File: src/hdl/pwm_pkg.sv
// Package with register map, field positions and types of the six-channel PWM
package pwm_pkg;

	// ****************************************
	// Register indices and byte addresses
	// ****************************************
	localparam logic [15:0] IDX_CLOCK_SCALING     = 16'ha080;
	localparam logic [15:0] IDX_INTERRUPT_CONTROL = 16'ha081;
	localparam logic [15:0] IDX_POLARITY          = 16'ha082;
	localparam logic [15:0] IDX_DUTY0             = 16'ha088;
	localparam int          NUM_CH                = 6;
	localparam int          ADDR_W                = 18;
	localparam logic [17:0] ADDR_CLOCK_SCALING     = {IDX_CLOCK_SCALING, 2'b00};
	localparam logic [17:0] ADDR_INTERRUPT_CONTROL = {IDX_INTERRUPT_CONTROL, 2'b00};
	localparam logic [17:0] ADDR_POLARITY          = {IDX_POLARITY, 2'b00};
	localparam logic [17:0] ADDR_DUTY0             = {IDX_DUTY0, 2'b00};
	localparam logic [17:0] ADDR_IRQ_STATUS        = 18'h2_8260;
	localparam logic [17:0] ADDR_IRQ_MASK          = 18'h2_8264;

	// ****************************************
	// Field positions and reset values
	// ****************************************
	localparam int         RUN_ENABLE_BIT     = 7;
	localparam int         ZERO_IRQ_EN_BIT    = 5;
	localparam int         CENTER_IRQ_EN_BIT  = 4;
	localparam int         ZERO_IRQ_FLAG_BIT  = 1;
	localparam int         CENTER_IRQ_FLAG_BIT = 0;
	localparam logic [7:0] RESET_BYTE         = 8'h00;
	localparam logic [7:0] COUNT_MAX          = 8'hff;
	localparam logic [7:0] COUNT_ZERO         = 8'h00;
	localparam logic [6:0] PRESCALE_ZERO      = 7'h00;
	localparam logic [1:0] RESP_OKAY          = 2'b00;
	localparam logic [1:0] RESP_SLVERR        = 2'b10;

	// ****************************************
	// Types
	// ****************************************
	typedef enum logic [0:0] {
		DIR_UP   = 1'b0,
		DIR_DOWN = 1'b1
	} count_dir_e;

	typedef struct packed {
		logic       valid;
		logic [7:0] data;
		logic [2:0] chan;
	} duty_write_s;

	typedef struct packed {
		logic       rvalid;
		logic [7:0] rdata;
	} duty_read_s;

endpackage

File: src/hdl/pwm_center_six.sv
// Six-channel center-aligned PWM generator with AXI4-Lite register slave
//
// Overview of operation
// - Six independent channels, each center-aligned with an 8-bit duty value.
// - Base frequency is counting clock divided by 512: count up then down.
// - Duty writes land in a shadow, never changing the active compare mid-period.
// - Duty ranges from never active up to 255/256; full duty unreachable.
// - Clock scaling register: run enable bit 7, scaling bits 6-0, reset zero.
// - Zero interrupt enable at bit 5 raises interrupt when counter reaches zero while IRQ mask bit 1 is set.
// - Center interrupt enable at bit 4 raises interrupt at counter turnaround while IRQ mask bit 0 is set.
// - Zero event sets flag bit 1; stays set until software clears it.
// - Center event sets flag bit 0; stays set until software clears it.
// - Duty registers reset to zero; zero duty holds output low all period.
// - New duty is loaded into the comparator when a period completes, or at once while stopped.
// - Per-channel polarity bit; one inverts that channel's output while running.
//
// The implementer's own choice: the AXI4-Lite register port.
module pwm_center_six (
	input  wire logic        clk,     // Core clock, 40 MHz
	input  wire logic        nrst,    // Async reset, active low
	input  wire logic [17:0] awaddr,  // Write address
	input  wire logic [2:0]  awprot,  // Write protection, unused
	input  wire logic        awvalid, // Write address valid
	output logic             awready, // Write address ready
	input  wire logic [31:0] wdata,   // Write data
	input  wire logic [3:0]  wstrb,   // Write byte strobes
	input  wire logic        wvalid,  // Write data valid
	output logic             wready,  // Write data ready
	output logic [1:0]       bresp,   // Write response
	output logic             bvalid,  // Write response valid
	input  wire logic        bready,  // Write response ready
	input  wire logic [17:0] araddr,  // Read address
	input  wire logic [2:0]  arprot,  // Read protection, unused
	input  wire logic        arvalid, // Read address valid
	output logic             arready, // Read address ready
	output logic [31:0]      rdata,   // Read data
	output logic [1:0]       rresp,   // Read response
	output logic             rvalid,  // Read data valid
	input  wire logic        rready,  // Read data ready
	output logic [5:0]       pwmOut,  // Channel outputs toward GPIO
	output logic             irq      // Level interrupt
);

	// ****************************************
	// State
	// ****************************************
	typedef struct packed {
		logic                awHeld;
		logic [17:0]         awAddr;
		logic                wHeld;
		logic [31:0]         wData;
		logic                wLow;
		logic                bValid;
		logic [1:0]          bResp;
		logic                arPend;
		logic                arWait;
		logic [17:0]         arAddr;
		logic                rValid;
		logic [31:0]         rData;
		logic [1:0]          rResp;
		logic [7:0]          clockScaling;
		logic [1:0]          irqEnable;
		logic [1:0]          irqFlags;
		logic [1:0]          irqStatus;
		logic [1:0]          irqMask;
		logic [5:0]          polarity;
		logic [6:0]          prescale;
		logic [7:0]          count;
		pwm_pkg::count_dir_e dir;
		logic [5:0][7:0]     active;
		logic [5:0]          outs;
	} state_s;

	state_s s_q;
	state_s s_d;

	pwm_pkg::duty_write_s dutyWr;
	pwm_pkg::duty_read_s  dutyRd;
	logic [47:0]          shadow;
	logic [2:0]           rdChan;

	// ****************************************
	// Address decode
	// ****************************************
	function automatic logic isDuty(input logic [17:0] a);
		return a >= pwm_pkg::ADDR_DUTY0 &&
			a < pwm_pkg::ADDR_DUTY0 + 18'(pwm_pkg::NUM_CH * 4) && a[1:0] == 2'b00;
	endfunction

	function automatic logic [2:0] dutyChan(input logic [17:0] a);
		logic [17:0] off;
		off = a - pwm_pkg::ADDR_DUTY0;
		return off[4:2];
	endfunction

	function automatic logic isMapped(input logic [17:0] a);
		return a == pwm_pkg::ADDR_CLOCK_SCALING || a == pwm_pkg::ADDR_INTERRUPT_CONTROL ||
			a == pwm_pkg::ADDR_POLARITY || a == pwm_pkg::ADDR_IRQ_STATUS ||
			a == pwm_pkg::ADDR_IRQ_MASK || isDuty(a);
	endfunction

	function automatic logic [1:0] stickyNext(input logic [1:0] cur, input logic [1:0] clr,
		input logic [1:0] set);
		// Set wins over a clear in the same cycle
		return (cur & ~clr) | set;
	endfunction

	assign rdChan = dutyChan(s_q.arAddr);

	duty_buffer shadowStore (
		.clk    (clk),
		.nrst   (nrst),
		.wr     (dutyWr),
		.rdChan (rdChan),
		.rd     (dutyRd),
		.shadow (shadow)
	);

	// ****************************************
	// Next state
	// ****************************************
	logic       doWrite;
	logic       tick;
	logic       periodEnd;
	logic       zeroEvt;
	logic       centerEvt;
	logic [1:0] flagClr;
	logic [1:0] statClr;
	logic [1:0] newEvt;

	always_comb begin
		s_d = s_q;
		dutyWr = '{valid: 1'b0, data: pwm_pkg::RESET_BYTE, chan: 3'd0};
		flagClr = 2'b00;
		statClr = 2'b00;

		// ****************************************
		// Register write
		// ****************************************
		// Address and data taken independently
		if (awvalid && !s_q.awHeld) begin
			s_d.awHeld = 1'b1;
			s_d.awAddr = awaddr;
		end
		if (wvalid && !s_q.wHeld) begin
			s_d.wHeld = 1'b1;
			s_d.wData = wdata;
			s_d.wLow = wstrb[0];
		end
		doWrite = s_q.awHeld && s_q.wHeld && !s_q.bValid;
		if (doWrite) begin
			s_d.awHeld = 1'b0;
			s_d.wHeld = 1'b0;
			s_d.bValid = 1'b1;
			s_d.bResp = isMapped(s_q.awAddr) ? pwm_pkg::RESP_OKAY : pwm_pkg::RESP_SLVERR;
			if (s_q.wLow) begin
				unique case (1'b1)
					s_q.awAddr == pwm_pkg::ADDR_CLOCK_SCALING: begin
						s_d.clockScaling = s_q.wData[7:0];
					end
					s_q.awAddr == pwm_pkg::ADDR_INTERRUPT_CONTROL: begin
						s_d.irqEnable = s_q.wData[pwm_pkg::ZERO_IRQ_EN_BIT -: 2];
						flagClr = ~s_q.wData[1:0];
					end
					s_q.awAddr == pwm_pkg::ADDR_POLARITY: begin
						s_d.polarity = s_q.wData[5:0];
					end
					s_q.awAddr == pwm_pkg::ADDR_IRQ_STATUS: begin
						statClr = s_q.wData[1:0];
					end
					s_q.awAddr == pwm_pkg::ADDR_IRQ_MASK: begin
						s_d.irqMask = s_q.wData[1:0];
					end
					isDuty(s_q.awAddr): begin
						dutyWr = '{valid: 1'b1, data: s_q.wData[7:0],
							chan: dutyChan(s_q.awAddr)};
					end
					default: begin
					end
				endcase
			end
		end
		if (s_q.bValid && bready) begin
			s_d.bValid = 1'b0;
		end

		// ****************************************
		// Register read
		// ****************************************
		// Capture, then wait out the buffer's registered read port
		if (arvalid && !s_q.arPend && !s_q.arWait && !s_q.rValid) begin
			s_d.arPend = 1'b1;
			s_d.arAddr = araddr;
		end
		if (s_q.arPend) begin
			s_d.arPend = 1'b0;
			s_d.arWait = 1'b1;
		end
		if (s_q.arWait) begin
			s_d.arWait = 1'b0;
			s_d.rValid = 1'b1;
			s_d.rResp = isMapped(s_q.arAddr) ? pwm_pkg::RESP_OKAY : pwm_pkg::RESP_SLVERR;
			s_d.rData = '0;
			unique case (1'b1)
				s_q.arAddr == pwm_pkg::ADDR_CLOCK_SCALING: s_d.rData[7:0] = s_q.clockScaling;
				s_q.arAddr == pwm_pkg::ADDR_INTERRUPT_CONTROL: begin
					s_d.rData[pwm_pkg::ZERO_IRQ_EN_BIT -: 2] = s_q.irqEnable;
					s_d.rData[1:0] = s_q.irqFlags;
				end
				s_q.arAddr == pwm_pkg::ADDR_POLARITY: s_d.rData[5:0] = s_q.polarity;
				s_q.arAddr == pwm_pkg::ADDR_IRQ_STATUS: s_d.rData[1:0] = s_q.irqStatus;
				s_q.arAddr == pwm_pkg::ADDR_IRQ_MASK: s_d.rData[1:0] = s_q.irqMask;
				isDuty(s_q.arAddr): s_d.rData[7:0] = dutyRd.rdata;
				default: begin
				end
			endcase
		end
		if (s_q.rValid && rready) begin
			s_d.rValid = 1'b0;
		end

		// ****************************************
		// Counting clock and up/down counter
		// ****************************************
		tick = 1'b0;
		if (!s_q.clockScaling[pwm_pkg::RUN_ENABLE_BIT]) begin
			s_d.prescale = pwm_pkg::PRESCALE_ZERO;
			s_d.count = pwm_pkg::COUNT_ZERO;
			s_d.dir = pwm_pkg::DIR_UP;
		end else if (s_q.prescale >= s_q.clockScaling[6:0]) begin
			s_d.prescale = pwm_pkg::PRESCALE_ZERO;
			tick = 1'b1;
		end else begin
			s_d.prescale = s_q.prescale + 7'd1;
		end
		periodEnd = 1'b0;
		zeroEvt = 1'b0;
		centerEvt = 1'b0;
		if (tick) begin
			unique case (s_q.dir)
				pwm_pkg::DIR_UP: begin
					if (s_q.count == pwm_pkg::COUNT_MAX) begin
						s_d.dir = pwm_pkg::DIR_DOWN;
						centerEvt = 1'b1;
					end else begin
						s_d.count = s_q.count + 8'd1;
					end
				end
				pwm_pkg::DIR_DOWN: begin
					if (s_q.count == pwm_pkg::COUNT_ZERO) begin
						s_d.dir = pwm_pkg::DIR_UP;
						zeroEvt = 1'b1;
						periodEnd = 1'b1;
					end else begin
						s_d.count = s_q.count - 8'd1;
					end
				end
			endcase
		end
		// While stopped the comparators follow the shadow directly
		if (periodEnd || !s_q.clockScaling[pwm_pkg::RUN_ENABLE_BIT]) begin
			s_d.active = shadow;
		end

		// ****************************************
		// Channel outputs
		// ****************************************
		for (int i = 0; i < pwm_pkg::NUM_CH; i++) begin
			s_d.outs[i] = s_d.clockScaling[pwm_pkg::RUN_ENABLE_BIT] &&
				((s_d.count < s_d.active[i]) ^ s_q.polarity[i]);
		end

		// ****************************************
		// Flags and interrupt status, set wins
		// ****************************************
		newEvt = {zeroEvt, centerEvt};
		s_d.irqFlags = stickyNext(s_q.irqFlags, flagClr, newEvt);
		s_d.irqStatus = stickyNext(s_q.irqStatus, statClr, newEvt & s_q.irqEnable);
	end

	always_ff @(posedge clk or negedge nrst) begin
		if (!nrst) begin
			s_q <= '0;
		end else begin
			s_q <= s_d;
		end
	end

	assign awready = !s_q.awHeld;
	assign wready = !s_q.wHeld;
	assign bvalid = s_q.bValid;
	assign bresp = s_q.bResp;
	assign arready = !s_q.arPend && !s_q.arWait && !s_q.rValid;
	assign rvalid = s_q.rValid;
	assign rdata = s_q.rData;
	assign rresp = s_q.rResp;
	assign pwmOut = s_q.outs;
	// Level interrupt from unmasked status bits
	assign irq = |(s_q.irqStatus & s_q.irqMask);

endmodule

File: src/hdl/duty_buffer.sv
// Shadow store for the six channel duty values with registered read port
module duty_buffer (
	input  wire logic                 clk,    // Core clock
	input  wire logic                 nrst,   // Async reset, active low
	input  wire pwm_pkg::duty_write_s wr,     // Software write into the shadow
	input  wire logic [2:0]           rdChan, // Channel to read back
	output pwm_pkg::duty_read_s       rd,     // Registered read data
	output logic [47:0]               shadow  // All shadow values, channel 0 lowest
);

	typedef struct packed {
		logic [5:0][7:0] mem;
		logic            rvalid;
		logic [7:0]      rdata;
	} state_s;

	state_s s_q;
	state_s s_d;

	always_comb begin
		s_d = s_q;
		s_d.rvalid = 1'b1;
		s_d.rdata = (rdChan < 3'(pwm_pkg::NUM_CH)) ? s_q.mem[rdChan] : pwm_pkg::RESET_BYTE;
		if (wr.valid && wr.chan < 3'(pwm_pkg::NUM_CH)) begin
			s_d.mem[wr.chan] = wr.data;
		end
	end

	always_ff @(posedge clk or negedge nrst) begin
		if (!nrst) begin
			s_q <= '0;
		end else begin
			s_q <= s_d;
		end
	end

	assign rd = '{rvalid: s_q.rvalid, rdata: s_q.rdata};
	assign shadow = s_q.mem;

endmodule

File: config.mk
export PLATFORM = sky130hd
export DESIGN_NAME = pwm_center_six
export DESIGN_NICKNAME = d
export VERILOG_FILES = /design/src/hdl/pwm_pkg.sv /design/src/hdl/pwm_center_six.sv /design/src/hdl/duty_buffer.sv
export SDC_FILE = /design/constraint.sdc
export NUM_CORES = 1
export LEC_CHECK = 0
export BUFFER_PORTS_ARGS = -buffer_cell sky130_fd_sc_hd__buf_2
export CAP_MARGIN = 30
export CORE_MARGIN = 3
export CORE_UTILIZATION = 50
export DETAILED_ROUTE_END_ITERATION = 10
export GPL_ROUTABILITY_DRIVEN = 0
export PLACE_DENSITY_LB_ADDON = 0.12
export SLEW_MARGIN = 20
export SYNTH_ARGS = -nofsm -noshare
export SYNTH_HDL_FRONTEND = slang
export SYNTH_SLANG_ARGS = --single-unit
File: constraint.sdc
create_clock -name clk -period 3.9 [get_ports clk]
set_input_delay 0.78 -clock clk [delete_from_list [all_inputs] [get_ports clk]]
set_output_delay 0.78 -clock clk [all_outputs]
set_load 0.05 [all_outputs]
## Word level (Yosys, flattened, before mapping)

Cells that the tools add are included.

| word-level totals | value |
|---|---|
| input bits | 85 |
| word-level logic and storage cells | 193 |
| bits in latches | 0 |
| bits in read-only memories | 0 |
| memories kept | 0 |
| flip-flop bits (word level) | 235 |
| output and inout port bits | 48 |
| bits in writable memories | 0 |

| operators by class | value |
|---|---|
| reductions and logical operators | 54 |
| magnitude comparators | 16 |
| multipliers | 0 |
| muxes and demuxes | 54 |
| eq/ne operators | 11 |
| div/mod/pow operators | 0 |
| $add $sub $neg | 5 |
| shift operators | 0 |
| bitwise operators | 16 |

Operator list:

| operator | count |
|---|---|
| $eq A18 B18 Y1 const B | 10 |
| $bwmux W48 | 1 |
| $lt A8 B8 Y1 | 6 |
| $mux W48 | 1 |
| $mux W8 | 6 |
| $ge A18 B18 Y1 const B | 2 |
| $lt A18 B18 Y1 const B | 2 |
| $mux W12 | 3 |
| $mux W35 | 1 |
| $mux W34 | 1 |
| $bmux W8 S3 | 1 |
| $demux W8 S3 | 1 |
| $logic_and A1 B1 Y1 | 23 |
| $mux W10 | 2 |
| $mux W2 | 10 |
| $mux W19 | 1 |
| $mux W9 | 2 |
| $pmux W9 S2 | 1 |
| $mux W1 | 16 |
| $mux W7 | 2 |
| $pmux W2 S6 | 1 |
| $reduce_and A3 Y1 | 4 |
| $logic_or A1 B1 Y1 | 11 |
| $reduce_bool A2 Y1 | 5 |
| 22 further kinds | 43 |

## Longest topological paths before layout

Gate-level depths: netlist (run 1).

| depth | value |
|---|---|
| word-level depth | 11 |
| depth in mapped cells | 18 |
| gate-level depth less buffers | 17 |

## Cells and area by module

A second synthesis (run 1) with hierarchy kept.

| unflattened totals | value |
|---|---|
| cells, all modules | 938 |
| area, all modules | 10844.2 um2 |

Modules (own cells, without submodules):

| module | seq. area each (um2) | area each (um2) | instances | cells each |
|---|---|---|---|---|
| pwm_center_six | 3828.7 | 8340.5 | 1 | 774 |
| duty_buffer | 1426.4 | 2503.7 | 1 | 164 |

## Worst setup path after synthesis (run 1)

No wires, ideal clock.

| timing path | value |
|---|---|
| path kind | reg-to-reg |
| from | register s_q[63] (netlist name) |
| to | register s_q, in the netlist pwmOut[2] |
| data required time | 3.819 ns |
| library setup time | 0.081 ns |
| stages on the path, launching flop included | 19 |
| clock period less this slack | 3.889 ns |
| setup slack | 0.011 ns |
| arrival time | 3.808 ns |
| buffers on the path | 2 |
| path through | dfrtp_1 inv_1 ha_1 nand2b_4 a2111oi_4 nor3_1 a21oi_2 buf_4 buf_2 mux2_2 inv_1 ha_1 a21o_1 a21o_1 a211o_1 or3_1 a21oi_1 a21oi_1 o211ai_2 |

RTL lines:

| element | RTL line | text |
|---|---|---|
| start: declaration | pwm_center_six.sv:74 | `state_s s_q;` |
| start signal: assignment | pwm_center_six.sv:283 | `s_q <= '0;` |
| start signal: assignment | pwm_center_six.sv:285 | `s_q <= s_d;` |

==> results of run 1 <==
==> registers in the layout, indices dropped and copies added, names as in the netlist <==
register            flops
s_q                   135
shadowStore.shadow     48
rdata                   8
shadowStore.rd          8
pwmOut                  6
bresp                   1
bvalid                  1
rresp                   1
rvalid                  1
==> critical path, cell delays in order (launching register included) <==
cell	delay (ns)
dfrtp_1	0.37
buf_4	0.15
ha_1	0.22
nand3_1	0.13
nor2_1	0.08
buf_4	0.14
a31o_2	0.27
o311ai_0	0.33
a21oi_1	0.14
o21ai_0	0.19
buf_4	0.22
ha_1	0.25
nor2_1	0.17
nor3_2	0.08
a211o_1	0.32
or3_1	0.39
a21oi_2	0.14
a21oi_2	0.05
o211ai_2	0.10
==> cell families (layout without fill, tap and decap cells) <==
logic type                 count (synthesis)  after routing  synth area share (%)
AOI/OAI and AO/OA                        130            130                  8.25
xor gates and xnor gates                   8              8                 0.654
adders and majority gates                 52             52                  6.07
buffers and inverters                    156            273                  7.11
DFF                                      209            209                  48.8
muxes                                    175            175                  18.6
other                                      1             26                0.0350
and+or+nand+nor                          203            203                  10.5
==> path summary, 6_finish.rpt <==
path | startpoint | to | slack [ns] | cells past startpoint
setup / recovery | s_q[55]$_DFF_PN0_ | pwmOut[1]$_DFF_PN0_ | 0.09 | 18
hold / removal | nrst | s_q[141]$_DFFE_PN0P_ | 0.33 | 1
setup reg to reg | s_q[55]$_DFF_PN0_ | pwmOut[1]$_DFF_PN0_ | 0.09 | 18
hold reg to reg | rresp[1]$_DFFE_PN0P_ | rresp[1]$_DFFE_PN0P_ | 0.48 | 1
max in group asynchronous | nrst | s_q[81]$_DFF_PN0_ | 2.73 | 2
min in group clk | rready | rvalid$_DFFE_PN0P_ | 0.44 | 2
==> repair_timing <==
action	CTS	global route
buffers inserted	1	7
pin swaps	2	25
setup endpoints to repair	6	6
resized for setup	3	60
==> through the flow <==
stage / utilization (%) / cell area, µm² / worst slack, ns / TNS (ns) / instances
after floorplan: - / 10800 / 0.0107 / 0 / 959
after CTS: 60.6 / 12500 / 0.0250 / 0 / 1340
after global routing: 62.5 / 12900 / -0.0852 / -0.137 / 1346
after global placement: 56.4 / 11600 / -0.0827 / -0.310 / 1296
final: 62.5 / 12900 / 0.0856 / 0 / 1346
after detailed placement: 56.4 / 11600 / -0.135 / -0.606 / 1296
==> cells in the final DEF (no fill, tap or decap), drive strengths merged, types with 4 or more instances in the layout <==
master	n
dfrtp	209
buf	150
mux2	111
inv	80
nand2	59
mux2i	56
ha	52
nor2	40
clkbuf	33
o21ai	32
conb	26
a21oi	25
nor3	23
o22ai	13
and3	12
nand3	11
a21o	11
a211oi	9
mux4	8
nand4	8
nor4b	8
or3	7
or4	7
nor2b	7
xnor2	6
o211ai	6
clkinv	6
a211o	5
a22oi	5
a22o	4
bufinv	4
and4	4
nor4	4
==> layer usage <==
layer	wire length [µm]	global-route usage, %	vias up
met3	731	2.75	34
met2	11800	34.4	126
met4	567	4.92	0
met5	0	0	-
li1	-	-	3493
met1	11700	29.3	3707
==> where the power goes <==
part           switching (mW)  internal (mW)  total (mW)
registers               0.456           2.46        2.92
clock network           0.891           1.44        2.33
logic                   0.595          0.456        1.05
==> area by class of cell <==
class	count	area (µm²)
clock buffer	32	651
fill	1676	7730
tap	270	338
clock inverter	11	174
multi-input combinational	594	5180
timing repair buffer	151	1020
inverter	79	297
sequential	209	5230
==> reports/results.tsv, run 1 <==
stage	metric	value	unit
outcome	run status	completed	
sta	max-slew violations	0	
logic_synthesis	Synth top cells by count	dfrtp_1 (209), mux2_2 (111), inv_1 (79), nand2_1 (58), mux2i_1 (56)	
placed_design	IO buf count	73	
global_route	GRT Util Overall	20.7	%
global_route	largest net degree at the start of global routing	100	
drt	Vias	7360	
logic_synthesis	area of the mapped netlist	10700	µm²
logic_synthesis	sequential-to-total area share from yosys stat	48.8	%
logic_synthesis	mean post-synth cell area	11.5	µm²
sta	Hold Violations, Final	0	
floorplan	I/O pin total	133	
setup_path	crit path DAT	4.24	ns
clock_network	CTS root buffer	clkbuf_16	
floorplan	Initial Util	52.0	%
sta	relative slew slack	33.2	%
setup_path	CP endpoint kind	register	
setup_path	Crit Path Max Fanout	7	
logic_synthesis	count of flip-flops with a built-in enable after synthesis	0	
sta	min cycle time layout	3.81	ns
floorplan	Core Region	20600	µm²
clock_network	CTS tree	done	
sta	clk_skew	0.0168	ns
sta	Max Fclk	262	MHz
drt	post-route ant nets	0	
final_layout	share of layout cells above drive strength 1	35.0	%
power_and_ir_drop	total power	6.30	mW
global_route	vias in the first global route	7301	
logic_synthesis	top cells by area, synth	dfrtp_1 (49%), mux2_2 (12%), ha_1 (6.1%), mux2i_1 (5.2%), buf_4 (3.0%)	
logic_synthesis	number of synthesis warnings	0	
drt	Starting DRT DRC Count	417	
floorplan	total die area	23200	µm²
logic_synthesis	Post-synth top flop	dfrtp_1	
logic_synthesis	Yosys reg bits	209	
global_route	first-pass GRT wire length	39400	µm
setup_path	crit start category	register	
placed_design	DP Wirelength	17800	µm
logic_synthesis	proportion of netlist area held by the largest area contributor	48.8	%
global_route	initial antenna violation count	0	
power_and_ir_drop	Leakage	6.41	nW
drt	TritonRoute pass-1 iters	5	
drt	Via density	5.47	
clock_network	total CTS buffers	24	
setup_path	worst setup path class	reg -> reg	
clock_network	H-tree levels	1	
sta	Final period util	97.8	%
drt	Post-route DRC	0	
sta	Setup-failing EPs final	0	
clock_network	Clock Tree Buf Depth	3	
logic_synthesis	Synth Instances	934	
final_layout	n_diodes	0	
logic_synthesis	Async S/R FF share, synth	100	%
drt	routed length per instance	18.4	µm
final_layout	Nets	1196	
sta	RSZ-0062 raised after global routing	yes	
clock_network	number of buffers inserted by hold repair at cts	0	
clock_network	Clk Latency, worst-skew pair	0.52	ns
floorplan	FP Rows	52	
floorplan	chip height	152	µm
logic_synthesis	Synth area leader	dfrtp_1	
logic_synthesis	top-count cell post-synth	dfrtp_1	
power_and_ir_drop	PD cells	489	nW/µm²
run	max cap viols	0	
setup_path	Req. time, crit path	4.32	ns
power_and_ir_drop	peak supply drop	0.353	mV
clock_network	CTS sink count	209	
sta	hold_ws	0.326	ns
worst_hold_path	Hold/Removal Path Class	in -> async	
logic_synthesis	Distinct cells, synth	62	
floorplan	Die X	152	µm
global_route	gr ovfl total	0	
final_layout	Syn-to-layout area delta	20.3	%
sta	actual slew at the worst max-slew pin	1.00	ns
drt	WL final	24700	µm
clock_network	Reg clk slew, reported paths	0.06	ns
Power figures use the tool's default switching activity.
==> inputs of run 2 (changes only) <==
- CORE_UTILIZATION: 50 -> 53
==> run 2 against run 1 <==
  * Clock-buffer cell count is 1 higher
  * Clock skew is 0.0049 ns higher
  * Global-route usage is 1.3 points higher
  * Maximum frequency is 0.55% higher
  * Non-clock buffer count is 10 lower
  * Sequential power hardly changed
  * Combinational power hardly changed
  * Power is 4.2% lower
  * Setup slack better by 0.021 ns
  * Largest cell class unchanged
  * Largest power group unchanged
  * Highest routed layer unchanged
==> reports/results.tsv, run 2 (synthesis gave the netlist of run 1 again) <==
stage	metric	value	unit	change
sta	Final period util	97.3	%	-0.53 points
sta	Hold Violations, Final	0		unchanged
setup_path	Crit Path Max Fanout	6		-1
final_layout	Final Cell Area	12800	µm²	-0.97%
final_layout	final core utilization	64.9	%	+2.5 points
final_layout	n_diodes	0		unchanged
drt	post-route ant nets	0		unchanged
global_route	vias in the first global route	7210		-1.2%
drt	TritonRoute pass-1 iters	5		unchanged
clock_network	CTS tree	done		
floorplan	total die area	22000	µm²	-5.4%
sta	max-slew violations	0		unchanged
floorplan	I/O pin total	133		unchanged
power_and_ir_drop	PD cells	473	nW/µm²	-3.2%
setup_path	worst setup path class	reg -> reg		
clock_network	CTS sink count	209		unchanged
final_layout	max reg flops	135		unchanged
setup_path	crit path DAT	4.21	ns	-0.03 ns
drt	Starting DRT DRC Count	337		-19%
floorplan	FP Rows	51		-1.9%
clock_network	Clk Latency, worst-skew pair	0.52	ns	about the same
sta	min cycle time layout	3.79	ns	-0.0207 ns
outcome	run status	completed		
setup_path	Req. time, crit path	4.31	ns	about the same
sta	clk_skew	0.0217	ns	+0.00488 ns
final_layout	share of layout cells above drive strength 1	33.8	%	-1.2 points
drt	routed length per instance	18.5	µm	+0.78%
floorplan	Die X	148	µm	-2.8%
final_layout	most common library cell in the layout ignoring fill and taps	dfrtp_1		
floorplan	Initial Util	54.5	%	+2.6 points
floorplan	chip height	148	µm	-2.8%
clock_network	Reg clk slew, reported paths	0.06	ns	about the same
floorplan	Core Region	19700	µm²	-4.7%
setup_path	crit start category	register		
global_route	first-pass GRT wire length	38400	µm	-2.4%
worst_hold_path	Hold/Removal Path Class	in -> async		
sta	relative slew slack	35.0	%	+1.8 points
global_route	initial antenna violation count	0		unchanged
drt	Vias	7254		-1.4%
final_layout	fill count	1543		-7.9%
final_layout	largest register by flop count	s_q		
global_route	gr ovfl total	0		unchanged
placed_design	pre-CTS WS	0.0141	ns	+0.149 ns
run	max cap viols	0		unchanged
global_route	largest net degree at the start of global routing	81		-19%
sta	Setup-failing EPs final	0		unchanged
drt	WL final	24600	µm	-0.64%
final_layout	Nets	1185		-0.92%
setup_path	CP endpoint kind	register		
global_route	GRT Util Overall	22.0	%	+1.3 points
sta	fin worst setup slack	0.106	ns	+0.0207 ns
sta	Max Fclk	264	MHz	+0.55%
final_layout	most frequent cells in the layout	dfrtp_1 (209), mux2_2 (109), inv_1 (77)		
clock_network	Clock Tree Buf Depth	3		unchanged
drt	Via density	5.47		about the same
clock_network	H-tree levels	1		unchanged
clock_network	total CTS buffers	23		-4.2%
sta	RSZ-0062 raised after global routing	yes		
power_and_ir_drop	Leakage	6.33	nW	-1.1%
power_and_ir_drop	peak supply drop	0.504	mV	+43%
sta	setup TNS	0	ns	unchanged
placed_design	DP Wirelength	17400	µm	-2.4%
clock_network	CTS root buffer	clkbuf_16		
placed_design	dpl cell area	11500	µm²	-1.0%
final_layout	Syn-to-layout area delta	19.1	%	
sta	actual slew at the worst max-slew pin	0.971	ns	-0.0317 ns
placed_design	IO buf count	73		unchanged
drt	Post-route DRC	0		unchanged
==> run 2: changes by cell type in the layout (fill, tap and decap cells not counted), sizes merged <==
cell,delta
buf,-11
bufinv,-3
clkbuf,+2
clkinv,-3
inv,+1
==> run 2: cell type report <==
cell class	instances	area [µm²]	area share [%]
clock buffer	33	643	5.04
clock inverter	6	62.6	0.490
inverter	79	297	2.32
multi-input combinational	594	5190	40.7
sequential	209	5230	41.0
tap	265	332	2.60
timing repair buffer	141	1010	7.92
==> run 2: per-layer routing <==
| layer | wire length (µm) | part of all wire, % | global-route usage, % | up-vias |
|---|---|---|---|---|
| li1 | - | - | - | 3457 |
| met1 | 11400 | 47 | 31.8 | 3613 |
| met2 | 11600 | 47 | 35.1 | 145 |
| met3 | 978 | 4.0 | 2.99 | 39 |
| met4 | 512 | 2.1 | 6.84 | 0 |
| met5 | 0 | 0 | 0 | - |
==> run 2: where the power goes <==
part	internal, mW	switching (mW)	total, mW
logic	0.467	0.594	1.06
clock network	1.21	0.843	2.05
registers	2.46	0.465	2.93
total	4.14	1.90	6.04
==> run 2: per-stage QoR <==
| step | power [mW] | hold WS [ns] | instances |
|---|---|---|---|
| after global placement | 3.99 | 0.456 | 1274 |
| after CTS | 6.08 | 0.303 | 1313 |
| after detailed placement | 4.02 | 0.464 | 1274 |
| final | 6.04 | 0.287 | 1327 |
| after global routing | 6.32 | 0.334 | 1327 |
| after floorplan | 3.70 | 0.446 | 959 |
==> run 2: path summary, 6_finish.rpt <==
kind | from | to | slack (ns) | depth (start not counted)
max reg2reg | s_q[84]$_DFFE_PN0P_ | pwmOut[1]$_DFF_PN0_ | 0.11 | 17
max | s_q[84]$_DFFE_PN0P_ | pwmOut[1]$_DFF_PN0_ | 0.11 | 17
min in group clk | rready | rvalid$_DFFE_PN0P_ | 0.44 | 2
max in group asynchronous | nrst | shadowStore.shadow[46]$_DFFE_PN0P_ | 2.65 | 2
min reg2reg | rresp[1]$_DFFE_PN0P_ | rresp[1]$_DFFE_PN0P_ | 0.47 | 1
min | nrst | s_q[141]$_DFFE_PN0P_ | 0.29 | 1
==> run 2: repair_timing <==
item,in CTS,in global routing
resized for setup,1,74
hold buffers,0,0
pin swaps,0,31
setup endpoints to repair,5,6
buffers inserted,0,12
gates cloned,0,1
==> run 2: critical path, cell delays in order, from the launching register on <==
cell       delay, ns
dfrtp_1         0.40
ha_1            0.27
nand2b_4        0.15
a2111oi_4       0.38
nor3_2          0.11
a21oi_4         0.18
buf_12          0.16
buf_12          0.14
buf_12          0.11
mux2i_4         0.27
ha_4            0.24
a211oi_2        0.25
nor3_2          0.06
a211o_1         0.30
or3_4           0.39
a21oi_2         0.11
a21oi_1         0.05
o211ai_2        0.09
==> inputs of run 3 (changes only) <==
- CELL_PAD_IN_SITES_DETAIL_PLACEMENT: default -> 0
- CELL_PAD_IN_SITES_GLOBAL_PLACEMENT: default -> 1
- CORE_UTILIZATION: 53 -> 42
- SLEW_MARGIN: 20 -> 30
==> run 3 against run 2 <==
  * Combinational power shrank 5%
  * Global-route usage decreased by 3.5 points
  * Maximum frequency is 0.31% lower
  * Clock skew is essentially flat
  * Power is 3.7% higher
  * Core utilization decreased by 13 points
  * Wire length increased by 4.3%
  * Register-to-register slack hardly changed
  * Critical path depth is 1 lower
  * Cell count up 5.9%
  * Clock power grew 11%
==> reports/results.tsv, run 3 (synthesis gave the netlist of run 1 again) <==
stage	metric	value	unit	change
outcome	run status	completed		
floorplan	total die area	27500	µm²	+25%
clock_network	CTS sink count	209		unchanged
worst_hold_path	Hold/Removal Path Class	in -> async		
setup_path	worst setup path class	reg -> reg		
power_and_ir_drop	Comb power frac	16.1	%	-1.5 points
drt	Post-route DRC	0		unchanged
global_route	gr ovfl total	0		unchanged
clock_network	Clk Latency, worst-skew pair	0.52	ns	about the same
final_layout	final core utilization	52.0	%	-13 points
placed_design	IO buf count	73		unchanged
sta	Setup-failing EPs final	0		unchanged
setup_path	R2R depth	16		-1
placed_design	placed insts	1357		+6.5%
placed_design	pre-CTS WS	-0.159	ns	-0.173 ns
final_layout	Syn-to-layout area delta	19.8	%	
drt	Vias	7290		+0.50%
final_layout	Final Cell Area	12800	µm²	+0.61%
global_route	first-pass GRT wire length	41200	µm	+7.2%
drt	WL final	25600	µm	+4.3%
power_and_ir_drop	Leakage	6.42	nW	+1.3%
setup_path	worst reg2reg endpoint	pwmOut[5]$_DFF_PN0_		
power_and_ir_drop	Clk pwr share	36.3	%	+2.3 points
sta	setup TNS	0	ns	unchanged
power_and_ir_drop	Pint	4.30	mW	+3.9%
setup_path	crit path DAT	4.21	ns	about the same
clock_network	CTS tree	done		
final_layout	most frequent cells in the layout	dfrtp_1 (208), mux2_2 (111), inv_1 (79)		
power_and_ir_drop	sequential power share	47.6	%	-0.9 points
power_and_ir_drop	total power	6.26	mW	+3.7%
clock_network	total CTS buffers	24		+4.3%
final_layout	share of layout cells above drive strength 1	34.6	%	+0.79 points
drt	post-route ant nets	0		unchanged
floorplan	chip height	166	µm	+12%
clock_network	number of buffers inserted by hold repair at cts	0		unchanged
final_layout	Multi-input gate area	5040	µm²	-2.8%
final_layout	max reg flops	135		unchanged
sta	clk_skew	0.0212	ns	-0.000493 ns
floorplan	Die X	166	µm	+12%
setup_path	CP endpoint kind	register		
sta	actual slew at the worst max-slew pin	0.934	ns	-0.0367 ns
final_layout	most common library cell in the layout ignoring fill and taps	dfrtp_1		
placed_design	dpl cell area	11700	µm²	+2.0%
drt	Via density	5.19		-5.1%
final_layout	Nets	1203		+1.5%
final_layout	fill count	2296		+49%
placed_design	DP Wirelength	18500	µm	+6.5%
drt	Starting DRT DRC Count	392		+16%
final_layout	n_diodes	0		unchanged
drt	routed length per instance	18.2	µm	-1.5%
power_and_ir_drop	PD cells	488	nW/µm²	+3.1%
floorplan	Initial Util	43.4	%	-11 points
drt	TritonRoute pass-1 iters	4		-1
setup_path	crit start category	register		
clock_network	H-tree levels	1		unchanged
final_layout	post-route insts no fill	1405		+5.9%
floorplan	Core Region	24700	µm²	+26%
sta	Hold Violations, Final	0		unchanged
sta	Max Fclk	263	MHz	-0.31%
sta	relative slew slack	37.6	%	+2.6 points
power_and_ir_drop	switching power	1.96	mW	+3.3%
global_route	vias in the first global route	7378		+2.3%
power_and_ir_drop	peak supply drop	0.462	mV	-8.4%
sta	min cycle time layout	3.81	ns	+0.0118 ns
setup_path	Crit Path Max Fanout	7		+1
setup_path	Register-to-Register Setup Slack	0.09	ns	about the same
sta	Final period util	97.6	%	+0.30 points
sta	max-slew violations	0		unchanged
sta	RSZ-0062 raised after global routing	yes		
final_layout	flip-flop and latch area	5230	µm²	about the same
sta	fin worst setup slack	0.0946	ns	-0.0118 ns
final_layout	largest register by flop count	s_q		
floorplan	I/O pin total	133		unchanged
power_and_ir_drop	switching part of the total	31.4	%	-0.12 points
clock_network	CTS root buffer	clkbuf_16		
floorplan	FP Rows	57		+12%
global_route	largest net degree at the start of global routing	92		+14%
setup_path	Reg-to-Reg Start	s_q[84]$_DFFE_PN0P_		
clock_network	Reg clk slew, reported paths	0.06	ns	about the same
global_route	GRT Util Overall	18.5	%	-3.5 points
clock_network	Clock Tree Buf Depth	3		unchanged
sta	hold_ws	0.267	ns	-0.0207 ns
setup_path	Req. time, crit path	4.30	ns	about the same
global_route	initial antenna violation count	0		unchanged
run	max cap viols	0		unchanged
==> run 3: cell types whose count changed in the layout (fill, tap and decap cells not counted), moves of 3 or more <==
cell / previous run / this run
mux2i_4: 10 / 0
nor3_2: 6 / 11
buf_4: 56 / 78
mux2i_1: 42 / 50
clkbuf_1: 7 / 4
nor3_1: 17 / 12
o21ai_0: 27 / 30
==> run 3: worst max-delay path: stages, from the launching register on <==
cell	delay (ns)
dfrtp_1	0.42
ha_1	0.28
nand2b_4	0.14
a2111oi_4	0.42
o31a_1	0.28
nor3_2	0.09
o21ai_0	0.15
a31oi_1	0.07
buf_4	0.18
ha_1	0.32
a21o_1	0.17
a21o_1	0.17
a211o_1	0.33
or3_1	0.35
a21oi_1	0.13
a21oi_1	0.06
o211ai_1	0.13
==> run 3: cell type report <==
cell class,instances,area share (%)
Sequential cell,209,40.7
Multi-Input combinational cell,594,39.3
Timing Repair Buffer,158,8.30
Clock buffer,31,5.11
Clock inverter,10,1.12
Tap cell,324,3.16
Inverter,79,2.31
==> run 3: worst max path at each step <==
stage                              from                  end  slack, ns  depth (start not counted)
floorplan             s_q[63]$_DFF_PN0_  pwmOut[2]$_DFF_PN0_       0.01                         18
global placement    s_q[89]$_DFFE_PN0P_  pwmOut[2]$_DFF_PN0_      -0.13                         18
detailed placement  s_q[84]$_DFFE_PN0P_  pwmOut[3]$_DFF_PN0_      -0.16                         15
CTS                 s_q[89]$_DFFE_PN0P_  pwmOut[5]$_DFF_PN0_      0.008                         18
global route          s_q[63]$_DFF_PN0_  pwmOut[4]$_DFF_PN0_      -0.13                         18
finish              s_q[84]$_DFFE_PN0P_  pwmOut[5]$_DFF_PN0_       0.09                         16
==> run 3: timing repair <==
| action | 4_1_cts | 5_1_grt |
|---|---|---|
| resized for setup | 4 | 43 |
| buffers inserted | 2 | 6 |
| endpoints found under the setup margin | 5 | 6 |
| pin swaps | 2 | 28 |
==> run 3: per-layer routing <==
metal | up-vias | track usage [%] | wire length (µm)
met1 | 3652 | 27.0 | 12300
met3 | 30 | 2.48 | 822
met4 | 0 | 3.58 | 458
li1 | 3503 | - | -
met2 | 105 | 30.1 | 12100
met5 | - | 0 | 0
==> run 3: power by group through the flow <==
stage	clock, mW	combinational, mW	sequential (mW)
final	2.27	1.01	2.98
after CTS	2.33	1.03	2.98
after detailed placement	0	1.02	3.02
after global routing	2.42	1.11	3.04
after floorplan	0	0.981	2.72
after global placement	0	1.01	3.01
